[config.mk]
export PLATFORM = sky130hd
export DESIGN_NAME = sps_string_cmd
export DESIGN_NICKNAME = d
export VERILOG_FILES = /design/src/sps_pkg.sv /design/src/sps_mem_if.sv /design/src/sps_mem_port.sv /design/src/sps_string_cmd.sv
export SDC_FILE = /design/constraint.sdc
export NUM_CORES = 1
export LEC_CHECK = 0
export BUFFER_PORTS_ARGS = -buffer_cell sky130_fd_sc_hd__clkbuf_2
export CAP_MARGIN = 20
export CORE_MARGIN = 2
export CORE_UTILIZATION = 30
export DETAILED_ROUTE_END_ITERATION = 10
export MAX_ROUTING_LAYER = met4
export SLEW_MARGIN = 30
export SYNTH_ARGS = -nofsm -noshare
export SYNTH_HDL_FRONTEND = slang
export SYNTH_SLANG_ARGS = --single-unit
[constraint.sdc]
create_clock -name clk_in -period 3.85 [get_ports clk_in]
set_input_delay 0.1925 -clock clk_in [delete_from_list [all_inputs] [get_ports clk_in]]
set_output_delay 0.1925 -clock clk_in [all_outputs]
set_load 0.01 [all_outputs]
[src/sps_pkg.sv]
// Contract
// Decode write-to-target code per memory type, port
// Bit tables need byte-aligned address, length; not checked, decode uses only type and port
// String write sends register bytes verbatim
// Far terminal matches port serial settings
// String length counts registers, 2 to 128
// Byte count first register, data follows
// Timeout after 10000/rate plus turn-around delay
// Write-then-read starts read with no gap
// Write-then-read parameter word layout fixed
// Forced output point ends string read
// Count register tracks received characters
// Read completes when reserved registers full
// Odd count read needs program termination
// Low byte first, high byte second
`default_nettype none
package sps_pkg;
	// ------------------------------------------------------------
	// Command codes (hex values of the command word)
	// ------------------------------------------------------------
	localparam logic [15:0] SPS_WR_BASE_P1 = 16'h17DF;
	localparam logic [15:0] SPS_WR_BASE_P2 = 16'h1843;
	localparam logic [15:0] SPS_WR_LAST_P1 = 16'h17E5;
	localparam logic [15:0] SPS_WR_LAST_P2 = 16'h1849;
	localparam logic [15:0] SPS_STRW_P1    = 16'h17E6;
	localparam logic [15:0] SPS_STRW_P2    = 16'h184A;
	localparam logic [15:0] SPS_STRR_P1    = 16'h17DC;
	localparam logic [15:0] SPS_STRR_P2    = 16'h1840;
	localparam logic [15:0] SPS_WTR_P1     = 16'h17F0;
	localparam logic [15:0] SPS_WTR_P2     = 16'h1854;
	// ------------------------------------------------------------
	// Limits and timing
	// ------------------------------------------------------------
	localparam logic [15:0] SPS_LEN_MIN    = 16'h0002;
	localparam logic [15:0] SPS_LEN_MAX    = 16'h0080;
	localparam logic [7:0]  SPS_BYTE_MAX   = 8'hFE;
	localparam int          SPS_TO_NUM     = 10000;
	localparam int          SPS_CLK_HZ     = 250000000;
	localparam int          SPS_TICK_NS    = 1000000;
	localparam int          SPS_CLK_PER_MS = SPS_CLK_HZ / 1000;
	// Word index of parameter block entries
	localparam logic [2:0]  SPS_W_CMD = 3'h0;
	localparam logic [2:0]  SPS_W_P1  = 3'h1;
	localparam logic [2:0]  SPS_W_P2  = 3'h2;
	localparam logic [2:0]  SPS_W_P3  = 3'h3;
	localparam logic [2:0]  SPS_W_P4  = 3'h4;
	localparam logic [2:0]  SPS_W_P5  = 3'h5;
	// Error codes
	localparam logic [1:0]  SPS_ERR_NONE = 2'h0;
	localparam logic [1:0]  SPS_ERR_CMD  = 2'h1;
	localparam logic [1:0]  SPS_ERR_LEN  = 2'h2;
	localparam logic [1:0]  SPS_ERR_TO   = 2'h3;

	typedef enum logic [1:0] {
		SPS_MEM_IDLE,
		SPS_MEM_RD,
		SPS_MEM_WR
	} sps_memop_e;
endpackage : sps_pkg
`default_nettype wire

[src/sps_mem_if.sv]
`default_nettype none
// Memory request channel between sequencer and memory port
interface sps_mem_if;
	import sps_pkg::*;
	sps_memop_e  op;
	logic [15:0] addr;
	logic [15:0] wdata;
	logic [15:0] rdata;
	logic        done;
	modport seq (output op, output addr, output wdata, input rdata, input done);
	modport port (input op, input addr, input wdata, output rdata, output done);
endinterface : sps_mem_if
`default_nettype wire

[src/sps_mem_port.sv]
`default_nettype none
// Registers CPU memory handshake: one request in flight
module sps_mem_port
	import sps_pkg::*;
(
	input  wire logic        clk_in,
	input  wire logic        rst_in,
	input  wire logic        ce_in,
	sps_mem_if.port          req,
	output var  logic        mem_rd_out,
	output var  logic        mem_wr_out,
	output var  logic [15:0] mem_addr_out,
	output var  logic [15:0] mem_wdata_out,
	input  wire logic [15:0] mem_rdata_in,
	input  wire logic        mem_ack_in
);
	typedef struct packed {
		logic        busy;
		logic        rd;
		logic        wr;
		logic [15:0] addr;
		logic [15:0] wdata;
		logic [15:0] rdata;
		logic        done;
	} sps_mp_s;
	sps_mp_s st_q, st_d;

	// ------------------------------------------------------------
	// Issue and wait for acknowledge
	// ------------------------------------------------------------
	always_comb begin
		st_d      = st_q;
		st_d.done = 1'b0;
		if (!st_q.busy && req.op != SPS_MEM_IDLE && !st_q.done) begin
			st_d.busy  = 1'b1;
			st_d.rd    = (req.op == SPS_MEM_RD);
			st_d.wr    = (req.op == SPS_MEM_WR);
			st_d.addr  = req.addr;
			st_d.wdata = req.wdata;
		end else if (st_q.busy && mem_ack_in) begin
			st_d.busy  = 1'b0;
			st_d.rd    = 1'b0;
			st_d.wr    = 1'b0;
			st_d.rdata = mem_rdata_in;
			st_d.done  = 1'b1;
		end
	end

	always_ff @(posedge clk_in) begin
		if (rst_in)
			st_q <= '0;
		else if (ce_in)
			st_q <= st_d;
	end

	assign req.rdata     = st_q.rdata;
	assign req.done      = st_q.done;
	assign mem_rd_out    = st_q.rd;
	assign mem_wr_out    = st_q.wr;
	assign mem_addr_out  = st_q.addr;
	assign mem_wdata_out = st_q.wdata;
endmodule : sps_mem_port
`default_nettype wire

[src/sps_string_cmd.sv]
`default_nettype none
// String and write-to-target command executor
module sps_string_cmd
	import sps_pkg::*;
(
	input  wire logic        clk_in,
	input  wire logic        rst_in,
	input  wire logic        ce_in,
	input  wire logic        cmd_start_in,
	input  wire logic [15:0] cmd_word_in [6],
	input  wire logic [15:0] to_limit_ms_in,
	input  wire logic        term_point_in,
	output var  logic        busy_out,
	output var  logic        done_out,
	output var  logic [1:0]  err_out,
	output var  logic        port_sel_out,
	output var  logic        tgt_req_out,
	output var  logic [2:0]  tgt_mem_type_out,
	input  wire logic        tgt_done_in,
	output var  logic        tx_valid_out,
	output var  logic [7:0]  tx_data_out,
	input  wire logic        tx_ready_in,
	input  wire logic        rx_valid_in,
	input  wire logic [7:0]  rx_data_in,
	output var  logic        mem_rd_out,
	output var  logic        mem_wr_out,
	output var  logic [15:0] mem_addr_out,
	output var  logic [15:0] mem_wdata_out,
	input  wire logic [15:0] mem_rdata_in,
	input  wire logic        mem_ack_in
);
	typedef enum logic [3:0] {
		S_IDLE, S_TGT, S_WCNT, S_WDAT, S_TX, S_RINIT, S_RWAIT, S_RSTO, S_RCNT, S_DONE
	} sps_st_e;

	typedef struct packed {
		sps_st_e     st;
		logic        busy;
		logic        done;
		logic [1:0]  err;
		logic        port;
		logic        wtr;
		logic        tgt_req;
		logic [2:0]  mtype;
		logic [15:0] waddr;
		logic [7:0]  wcnt;
		logic [7:0]  widx;
		logic [15:0] wword;
		logic        tx_v;
		logic [7:0]  tx_d;
		logic [15:0] raddr;
		logic [7:0]  rmax;
		logic [7:0]  rcnt;
		logic [15:0] rword;
		logic [15:0] ms;
		logic [27:0] tick;
	} sps_s;
	sps_s q, d;

	sps_memop_e  m_op;
	logic [15:0] m_addr;
	logic [15:0] m_wdata;
	sps_mem_if   mif ();
	logic [15:0] c;
	logic [15:0] wlen;
	logic [15:0] rlen;

	assign mif.op    = m_op;
	assign mif.addr  = m_addr;
	assign mif.wdata = m_wdata;
	assign c         = cmd_word_in[SPS_W_CMD];

	// ------------------------------------------------------------
	// Sequencer
	// ------------------------------------------------------------
	always_comb begin
		d       = q;
		d.done  = 1'b0;
		m_op    = SPS_MEM_IDLE;
		m_addr  = 16'h0000;
		m_wdata = 16'h0000;
		wlen    = 16'h0000;
		rlen    = 16'h0000;
		case (q.st)
			S_IDLE: begin
				if (cmd_start_in) begin
					d.busy = 1'b1;
					d.err  = SPS_ERR_NONE;
					d.wtr  = (c == SPS_WTR_P1) || (c == SPS_WTR_P2);
					d.port = (c >= SPS_STRR_P2);
					// word layout
					wlen    = cmd_word_in[SPS_W_P4];
					d.waddr = cmd_word_in[SPS_W_P5];
					rlen    = d.wtr ? cmd_word_in[SPS_W_P1] : cmd_word_in[SPS_W_P4];
					d.raddr = d.wtr ? cmd_word_in[SPS_W_P2] : cmd_word_in[SPS_W_P5];
					d.rmax  = 8'((rlen - 16'h0001) << 1);
					d.rcnt  = 8'h00;
					// write-to-target decode
					if ((c >= SPS_WR_BASE_P1 && c <= SPS_WR_LAST_P1) ||
						(c >= SPS_WR_BASE_P2 && c <= SPS_WR_LAST_P2)) begin
						d.mtype   = 3'(c - (d.port ? SPS_WR_BASE_P2 : SPS_WR_BASE_P1));
						d.tgt_req = 1'b1;
						d.st      = S_TGT;
					end else if (c == SPS_STRW_P1 || c == SPS_STRW_P2 || d.wtr) begin
						// length check
						if (wlen < SPS_LEN_MIN || wlen > SPS_LEN_MAX ||
							(d.wtr && (rlen < SPS_LEN_MIN || rlen > SPS_LEN_MAX))) begin
							d.err = SPS_ERR_LEN;
							d.st  = S_DONE;
						end else
							d.st = S_WCNT;
					end else if (c == SPS_STRR_P1 || c == SPS_STRR_P2) begin
						if (rlen < SPS_LEN_MIN || rlen > SPS_LEN_MAX) begin
							d.err = SPS_ERR_LEN;
							d.st  = S_DONE;
						end else
							d.st = S_RINIT;
					end else begin
						d.err = SPS_ERR_CMD;
						d.st  = S_DONE;
					end
				end
			end
			S_TGT: begin
				if (tgt_done_in) begin
					d.tgt_req = 1'b0;
					d.st      = S_DONE;
				end
			end
			S_WCNT: begin
				// byte count from source register
				m_op   = SPS_MEM_RD;
				m_addr = q.waddr;
				if (mif.done) begin
					d.wcnt  = (mif.rdata > {8'h00, SPS_BYTE_MAX}) ? SPS_BYTE_MAX : mif.rdata[7:0];
					d.widx  = 8'h00;
					d.ms    = 16'h0000;
					d.tick  = 28'h0000000;
					d.waddr = q.waddr + 16'h0001;
					d.st    = (mif.rdata == 16'h0000) ? (q.wtr ? S_RINIT : S_DONE) : S_WDAT;
				end
			end
			S_WDAT: begin
				m_op   = SPS_MEM_RD;
				m_addr = q.waddr;
				if (mif.done) begin
					d.wword = mif.rdata;
					// low byte goes out first
					d.tx_d  = mif.rdata[7:0];
					d.tx_v  = 1'b1;
					d.st    = S_TX;
				end
			end
			S_TX: begin
				// verbatim byte stream
				if (q.tx_v && tx_ready_in) begin
					d.tx_v = 1'b0;
					d.widx = q.widx + 8'h01;
					if (q.widx + 8'h01 == q.wcnt)
						// read follows at once
						d.st = q.wtr ? S_RINIT : S_DONE;
					else if (q.widx[0] == 1'b0) begin
						d.tx_d = q.wword[15:8];
						d.tx_v = 1'b1;
					end else begin
						d.waddr = q.waddr + 16'h0001;
						d.st    = S_WDAT;
					end
				end
			end
			S_RINIT: begin
				d.rcnt = 8'h00;
				d.st   = S_RCNT;
			end
			S_RWAIT: begin
				// forced point ends read
				if (term_point_in)
					d.st = S_DONE;
				else if (rx_valid_in) begin
					// first char in low byte
					if (q.rcnt[0] == 1'b0)
						d.rword = {8'h00, rx_data_in};
					else
						d.rword = {rx_data_in, q.rword[7:0]};
					d.rcnt = q.rcnt + 8'h01;
					d.st   = S_RSTO;
				end
			end
			S_RSTO: begin
				m_op    = SPS_MEM_WR;
				m_addr  = q.raddr + 16'h0001 + {9'h000, q.rcnt[7:1] - {6'h00, ~q.rcnt[0]}};
				m_wdata = q.rword;
				if (mif.done)
					d.st = S_RCNT;
			end
			S_RCNT: begin
				// running count register
				m_op    = SPS_MEM_WR;
				m_addr  = q.raddr;
				m_wdata = {8'h00, q.rcnt};
				if (mif.done)
					// stop when buffer is full
					d.st = (q.rcnt >= q.rmax) ? S_DONE : S_RWAIT;
			end
			S_DONE: begin
				d.busy = 1'b0;
				d.done = 1'b1;
				d.tx_v = 1'b0;
				d.st   = S_IDLE;
			end
			default: d.st = S_IDLE;
		endcase
		// transmit time limit
		if (q.st == S_WDAT || q.st == S_TX) begin
			if (q.tick == 28'(SPS_CLK_PER_MS - 1)) begin
				d.tick = 28'h0000000;
				d.ms   = q.ms + 16'h0001;
			end else
				d.tick = q.tick + 28'h0000001;
			if (q.ms >= to_limit_ms_in) begin
				d.err  = SPS_ERR_TO;
				d.tx_v = 1'b0;
				d.st   = S_DONE;
			end
		end
	end

	always_ff @(posedge clk_in) begin
		if (rst_in)
			q <= '0;
		else if (ce_in)
			q <= d;
	end

	// ------------------------------------------------------------
	// Memory port
	// ------------------------------------------------------------
	sps_mem_port sps_mem_port_inst (
		.clk_in        (clk_in),
		.rst_in        (rst_in),
		.ce_in         (ce_in),
		.req           (mif.port),
		.mem_rd_out    (mem_rd_out),
		.mem_wr_out    (mem_wr_out),
		.mem_addr_out  (mem_addr_out),
		.mem_wdata_out (mem_wdata_out),
		.mem_rdata_in  (mem_rdata_in),
		.mem_ack_in    (mem_ack_in)
	);

	assign busy_out         = q.busy;
	assign done_out         = q.done;
	assign err_out          = q.err;
	assign port_sel_out     = q.port;
	assign tgt_req_out      = q.tgt_req;
	assign tgt_mem_type_out = q.mtype;
	assign tx_valid_out     = q.tx_v;
	assign tx_data_out      = q.tx_d;

	// ------------------------------------------------------------
	// Checks
	// ------------------------------------------------------------
	property p_len_reject;
		@(posedge clk_in) disable iff (rst_in)
		(q.st == S_IDLE && cmd_start_in && ce_in && (c == SPS_STRW_P1) &&
		 (cmd_word_in[SPS_W_P4] > SPS_LEN_MAX)) |=> (q.err == SPS_ERR_LEN);
	endproperty
	a_len_reject: assert property (p_len_reject) else $error("bad length accepted");

	property p_term_ends;
		@(posedge clk_in) disable iff (rst_in)
		(q.st == S_RWAIT && term_point_in && ce_in) |=> (q.st == S_DONE) ##1 done_out;
	endproperty
	a_term_ends: assert property (p_term_ends) else $error("terminate point ignored");

	property p_tx_cap;
		@(posedge clk_in) disable iff (rst_in)
		tx_valid_out |-> (q.widx < q.wcnt) && (q.wcnt <= SPS_BYTE_MAX);
	endproperty
	a_tx_cap: assert property (p_tx_cap) else $error("byte limit exceeded");

	property p_rd_len_reject;
		@(posedge clk_in) disable iff (rst_in) (q.st == S_IDLE && cmd_start_in && ce_in && c == SPS_STRR_P1 &&
		 cmd_word_in[SPS_W_P4] < SPS_LEN_MIN) |=> (q.err == SPS_ERR_LEN);
	endproperty
	a_rd_len_reject: assert property (p_rd_len_reject) else $error("short read length accepted");
	property p_user_logic_code;
		@(posedge clk_in) disable iff (rst_in) (q.st == S_IDLE && cmd_start_in && ce_in && c == SPS_WR_LAST_P2)
		 |=> (tgt_req_out && port_sel_out && tgt_mem_type_out == 3'(SPS_WR_LAST_P2 - SPS_WR_BASE_P2));
	endproperty
	a_user_logic_code: assert property (p_user_logic_code) else $error("user logic target misdecoded");
	property p_read_follows;
		@(posedge clk_in) disable iff (rst_in) (tx_valid_out && tx_ready_in && ce_in &&
		 q.wtr && q.widx + 8'h01 == q.wcnt) |-> ##[1:4] (mem_wr_out && mem_addr_out == q.raddr);
	endproperty
	a_read_follows: assert property (p_read_follows) else $error("read did not follow write");
endmodule : sps_string_cmd
`default_nettype wire

==> results.json, run 1 <==
{
  "grt-busiest-layer": "met2",
  "syn-cell-area_mm2": 0.01192,
  "hold_class": "in2reg",
  "use_met1_pct": 23.59,
  "max_freq_ghz": 0.2962,
  "worstPathArrival_ns": 3.77,
  "synth_nets": 1691,
  "drtIter0Drc": 816,
  "numClockSinks": 206,
  "r2r_cells": 12,
  "tns_ns": 0,
  "multi_input_area_mm2": 0.006954,
  "io_pins": 197,
  "final-seq-area_mm2": 0.004124,
  "synth.top_cell.area_share_pct": 34.60,
  "num_vias": 11330,
  "cts_inserted_buffers": 26,
  "cts_root_buf": "clkbuf_16",
  "globalRouteMet2Util_pct": 28.29,
  "clk-insertion-delay-late_ns": 0.55,
  "core_mm2": 0.03946,
  "startpoint": "q[60]",
  "met3_usage_pct": 2.557,
  "dieWidth_um": 203.3,
  "nFillCells": 4155,
  "crit_chain": "inv_1 > ha_1 > ha_1 > inv_1 > fa_1 > a21o_1 > a21oi_1 > o21a_1 > nor3_1 > xor2_1 > a222oi_1 > a21oi_1",
  "path_delay_family": "compound AO/OA/AOI/OAI gates",
  "hold_depth": 3,
  "initial_core_util_pct": 30.20,
  "finalCritPeriodShare_pct": 87.70,
  "worst_pin_slew_ns": 0.9112,
  "finalPower_mw": 5.455,
  "crit_buf_inv": 2,
  "fin_skew_ns": 0.02546,
  "antenna_found_initial": 1,
  "yosysSeqAreaShare_pct": 34.60,
  "endpoint_kind": "flip-flop",
  "whs_ns": 0.01694,
  "drtAntennaViolNets": 0,
  "ys_seq_elements": 206,
  "setup_viol": 0,
  "post-route-util_pct": 36.07,
  "nets": 1819,
  "cts_tree": "built",
  "path_depth": 12,
  "overflow": 0,
  "clockBufferDepth": 3,
  "grt_start_max_net_pins": 168,
  "port_buffers": 180,
  "min-delay-start": "cmd_word_in[58]",
  "cap_violations": 0,
  "relSlewSlack_pct": 39.25,
  "rsz0062_at_grt": "false",
  "netlist_instances": 1502,
  "area_growth_pct": 19.42,
  "dieHeight_um": 203.3,
  "wire_per_inst_um": 16.67,
  "p_leak_nw": 5.582,
  "status": "finished clean",
  "hold_viol": 0,
  "drc": 0,
  "yosysUniqueCellTypes": 92,
  "r2r_start": "q[60]",
  "yosys_warnings": 0,
  "startpoint_type": "flip-flop",
  "grt_use_total_pct": 17.75,
  "critPathMaxStageDelay_ns": 0.64,
  "synthTopCellsByArea": "dfxtp_1 35%, a21oi_1 5.4%, nor2_1 5.3%, nand2_1 5.0%, ha_1 4.5%",
  "clk_pin_slew_ns": 0.06,
  "synthFlopType": "dfxtp_1",
  "grt_pass1_vias": 10830,
  "h-tree-depth": 1,
  "synth_enable_flop_cells": 0,
  "synth_area_leader_cell": "dfxtp_1",
  "cp_data_required_time_ns": 4.25,
  "async_flop_share_pct": 0,
  "p_per_area_mw_per_mm2": 383.3,
  "vdd_ir_drop_max_uv": 246.2,
  "drt_pass1_iterations": 7,
  "finalWirelength_um": 36300,
  "syn_area_per_cell_um2": 7.935,
  "place.gp.congestion": 0.8760,
  "crit_fanout": 14,
  "final.min_clock_period_ns": 3.376,
  "cp_slowest_cell": "dfxtp_1",
  "drive_above_1_share_pct": 16.91,
  "die_area_mm2": 0.04134,
  "path_class": "reg2reg",
  "dp_hpwl_um": 26170,
  "drv_slew": 0,
  "grt_pass1_wl_um": 58050,
  "num_rows": 73,
  "vias_per_cell": 5.205
}
## timing repair
| action | CTS | global route |
|---|---|---|
| endpoints found under the hold margin | 42 | 0 |
| hold buffers | 36 | 0 |
| setup buffers | 0 | 0 |
| resized for setup | 0 | 0 |
## stage by stage
stage / instance area [um2] / instances / worst slack, ns
after floorplan: 11920 / 1502 / 1.176
after global placement: 12940 / 2091 / 0.5887
after detailed placement: 12950 / 2091 / 0.5510
after CTS: 14230 / 2175 / 0.5037
after global routing: 14230 / 2176 / 0.2886
final: 14230 / 2177 / 0.4737
## Yosys cell counts, types with 5 or more instances
cell type  instances
dfxtp_1          206
nor2_1           169
nand2_1          160
a21oi_1          129
nor3_1            76
clkbuf_1          57
nand3_1           55
o21ai_0           48
buf_4             46
inv_1             44
ha_1              43
xnor2_1           37
a211oi_1          35
xor2_1            35
mux2i_1           32
buf_2             26
nand4_1           22
nor2b_1           21
nor4_1            21
and3_1            16
a22oi_1           13
a31oi_1           11
a221oi_1           9
a221oi_2           9
nand2b_1           9
nand3b_1           9
a21o_1             8
and4_1             8
o211ai_1           7
o21ai_1            7
a222oi_1           6
a32o_1             6
and2_1             6
nand4b_1           6
or3_1              6
a221o_1            5
a41oi_1            5
nor3b_1            5
## where the power goes
part	leakage [nW]	total, mW	switching, mW	internal (mW)
logic	3.46	0.608	0.354	0.254
registers	1.67	2.25	0.0636	2.18
clock network	0.452	2.60	1.00	1.60
## cell type report
type / count / area share, %
Antenna cell: 2 / 0.03516
Clock buffer: 36 / 5.116
Clock inverter: 12 / 1.319
Inverter: 46 / 1.213
Multi-Input combinational cell: 1117 / 48.86
Sequential cell: 206 / 28.98
Tap cell: 525 / 4.615
Timing Repair Buffer: 233 / 9.864
## logic make-up (layout without fill, tap and decap cells)
logic type	after synthesis	count (layout)	share of synthesized area [%]
xor+xnor	72	72	5.291
mux	32	32	2.688
other cells	0	2	0
flops	206	206	34.60
buf+inv	179	327	7.433
compound gates	345	345	19.44
fa+ha+maj	44	44	4.682
simple gates	624	624	25.86
## worst min-delay path, cell delays in order
cell      delay (ns)
clkbuf_2        0.08
mux2i_1         0.14
a211oi_1        0.10
## cell usage in the layout, fill, tap and decap left out, types with 7 or more instances in the layout
master / instances
o21ai_1: 7
and4_1: 8
dfxtp_1: 206
inv_1: 44
and3_1: 16
nor2b_1: 21
nor4_1: 21
a21o_1: 8
a22oi_1: 13
clkbuf_16: 26
xnor2_1: 37
mux2i_1: 32
dlygate4sd3_1: 36
a31oi_1: 11
o211ai_1: 7
buf_4: 17
nor2_1: 169
nor3_1: 76
xor2_1: 35
a221oi_1: 9
clkbuf_2: 179
a21oi_1: 129
nand2b_1: 9
nand3b_1: 9
nand3_1: 55
nand4_1: 22
nand2_1: 160
o21ai_0: 48
ha_1: 43
a221oi_2: 9
a211oi_1: 35
## metal layers
| layer | part of all wire [%] | vias up |
|---|---|---|
| li1 | - | 5600 |
| met1 | 45 | 5309 |
| met2 | 46 | 372 |
| met3 | 7.0 | 50 |
| met4 | 2.2 | 0 |
| met5 | 0 | - |
## registers in the layout (all words and copies together), names as in the netlist, 2 cells and up
signal                           count
err_out                              2
q                                  136
tgt_mem_type_out                     3
sps_mem_port_inst.mem_wdata_out     16
tx_data_out                          8
sps_mem_port_inst.mem_addr_out      16
sps_mem_port_inst.req.rdata         16
## worst paths after layout
path	slack, ns	to
setup / recovery	0.47	sps_mem_port_inst.mem_addr_out[14]
setup reg to reg	0.47	sps_mem_port_inst.mem_addr_out[14]
hold / removal	0.02	q[86]
hold reg to reg	0.45	sps_mem_port_inst.mem_wdata_out[11]
No activity file was read; power rests on OpenSTA's default activity.
==> inputs of run 2 (changes only) <==
Settings changed: ABC_AREA set to 1.
==> results.json, run 2 <==
{
  "status": "finished with violations",
  "violations": "negative hold slack",
  "crit_fanout": 16,
  "clk_pin_slew_ns": 0.06,
  "tns_ns": 0,
  "yosys_warnings": 0,
  "cap_violations": 0,
  "min_to": "sps_mem_port_inst.req.rdata[11]",
  "grt_start_max_net_pins": 59,
  "synth_enable_flop_cells": 0,
  "top_register": "q",
  "critPathMaxStageDelay_ns": 0.47,
  "ys_seq_elements": 206,
  "cts_root_buf": "clkbuf_16",
  "place.gp.congestion": 0.9094,
  "synth_area_leader_cell": "dfxtp_1",
  "fin_skew_ns": 0.009991,
  "crit_chain": "ha_1 > nand2_1 > nor2_1 > nand2_1 > xor2_1 > inv_1 > nand2_1 > nand2_1 > nor2_1 > nand3_1 > nand2_1 > inv_2 > o21ai_2 > o21ai_0 > a21oi_1",
  "drc": 0,
  "cts_inserted_buffers": 25,
  "drtAntennaViolNets": 0,
  "syn_area_per_cell_um2": 6.898,
  "endpoint_kind": "flip-flop",
  "async_flop_share_pct": 0,
  "overflow": 0,
  "num_rows": 73,
  "finalPower_mw": 5.324,
  "p_per_area_mw_per_mm2": 367.7,
  "die_area_mm2": 0.04212,
  "layout_commonest_cell": "nand2_1",
  "grt_pass1_vias": 11820,
  "drive_above_1_share_pct": 16.49,
  "antenna_found_initial": 1,
  "min-delay-start": "mem_rdata_in[11]",
  "startpoint_type": "flip-flop",
  "io_pins": 197,
  "vias_per_cell": 4.993,
  "core_mm2": 0.03982,
  "final_cell_mix": "267 x nand2_1, 215 x inv_1, 208 x a21oi_1, 206 x dfxtp_1, 180 x clkbuf_2",
  "grt_pass1_wl_um": 59970,
  "path_class": "reg2reg",
  "cts_tree": "built",
  "postCtsSetupRepairBufs": 0,
  "netlist_instances": 1761,
  "hold_depth": 3,
  "clockBufferDepth": 3,
  "dieHeight_um": 205.2,
  "synth.top_cell.area_share_pct": 33.95,
  "area_growth_pct": 19.20,
  "synth_nets": 1950,
  "hold_viol": 1,
  "initial_core_util_pct": 30.50,
  "rr_endpoint": "tx_data_out[3]",
  "synth_commonest_cells": "267 x nand2_1, 216 x inv_1, 208 x a21oi_1",
  "max_freq_ghz": 0.3313,
  "dieWidth_um": 205.2,
  "wire_per_inst_um": 15.23,
  "finalWirelength_um": 37470,
  "relSlewSlack_pct": 49.31,
  "drt_pass1_iterations": 5,
  "worst_pin_slew_ns": 0.7576,
  "clk-insertion-delay-late_ns": 0.53,
  "yosysSeqAreaShare_pct": 33.95,
  "vdd_ir_drop_max_uv": 239.9,
  "crit_buf_inv": 2,
  "final.min_clock_period_ns": 3.018,
  "port_buffers": 180,
  "synthTopCellsByArea": "dfxtp_1 34%, a21oi_1 8.6%, nand2_1 8.3%, o21ai_0 6.8%, inv_1 6.7%",
  "setup_viol": 0,
  "path_delay_family": "simple AND/OR/NAND/NOR gates",
  "drtIter0Drc": 806,
  "whs_ns": -0.000005218,
  "critPathMostFrequentCell": "nand2_1",
  "dp_hpwl_um": 28060,
  "nets": 2105,
  "r2r_start": "q[117]",
  "h-tree-depth": 1,
  "largest_reg_flops": 136,
  "syn-cell-area_mm2": 0.01215,
  "num_vias": 12280,
  "grt_use_total_pct": 18.00,
  "rsz0062_at_grt": "false",
  "cp_slowest_cell": "o21ai_2",
  "p_leak_nw": 6.031,
  "numClockSinks": 206,
  "hold_class": "in2reg",
  "yosysUniqueCellTypes": 58,
  "r2r_cells": 15,
  "drv_slew": 0,
  "worstPathArrival_ns": 3.48,
  "cp_data_required_time_ns": 4.31,
  "synthFlopType": "dfxtp_1",
  "r2r_slack_ns": 0.83,
  "yosysMostFrequentCell": "nand2_1",
  "finalCritPeriodShare_pct": 78.40
}
run 2: changes by cell type after synthesis, sizes merged, moves of 15 or more:
cell,change
inv,+189
nand2,+127
o21ai,+118
a21oi,+76
nand3,+33
nor3,-33
mux2i,-32
xnor2,-29
a211oi,-28
nor2b,-21
xor2,-19
and3,-15
buf,-15
nor4,-15
run 2: cell families (layout without fill, tap and decap cells):
logic type                 after synthesis  after routing  share of synthesized area, %
DFF                                    206            206                         33.95
AOI/OAI and AO/OA                      500            500                         23.50
adders and majority gates               44             44                         4.594
xor gates and xnor gates                24             24                         1.731
other                                    0              1                             0
buffers and inverters                  344            517                         12.29
and+or+nand+nor                        643            643                         23.94
run 2: worst min-delay path: cells and delay by family:
family / cells / cell delay, ns
buffers and inverters: 1 / 0.08
AOI/OAI and AO/OA: 2 / 0.21
run 2: metrics by stage:
stage                     std cells  area, um2  worst slack (ns)  hold slack (ns)  utilization [%]
after floorplan                1761      12150             1.198           0.2825                -
after global placement         2372      13210            0.9474           0.4350            33.16
after detailed placement       2372      13210            0.8687           0.4407            33.16
after CTS                      2459      14480            0.8436         0.001165            36.35
after global routing           2460      14480            0.4739          0.01788            36.36
final                          2460      14480            0.8316     -0.000005218            36.36
run 2: how the worst max path moves through the flow:
stage	end	depth (start not counted)	slack, ns	from
detailed placement	tx_data_out[1]	15	0.87	q[117]
finish	tx_data_out[3]	15	0.83	q[117]
global route	tx_data_out[3]	15	0.47	q[117]
global placement	sps_mem_port_inst.mem_addr_out[14]	19	0.95	q[61]
floorplan	sps_mem_port_inst.mem_addr_out[14]	19	1.20	q[60]
CTS	tx_data_out[3]	15	0.84	q[117]
run 2: what timing repair did:
item | in CTS | in global routing
hold buffers | 42 | 0
gates resized for setup | 0 | 0
hold endpoints to repair | 54 | 0
run 2: metal layers:
metal	share of wire, %	vias up	GRT usage [%]
met5	0	-	-
met4	2.2	0	5.087
met3	5.7	56	2.312
met2	46	350	29.52
met1	46	5636	23.25
li1	-	6241	-
run 2: where the power goes:
part           switching (mW)  internal [mW]  total, mW
logic                   0.391          0.253      0.644
clock network           0.962           1.45       2.41
registers              0.0647           2.20       2.27
total                    1.42           3.91       5.32
run 2: area by class of cell:
type	count	area, um2
inverter	236	885.9
antenna	1	2.502
multi-input combinational	1211	6533
tap	525	656.9
fill	4281	25340
clock inverter	12	135.1
timing repair buffer	236	1426
clock buffer	33	715.7
sequential	206	4124
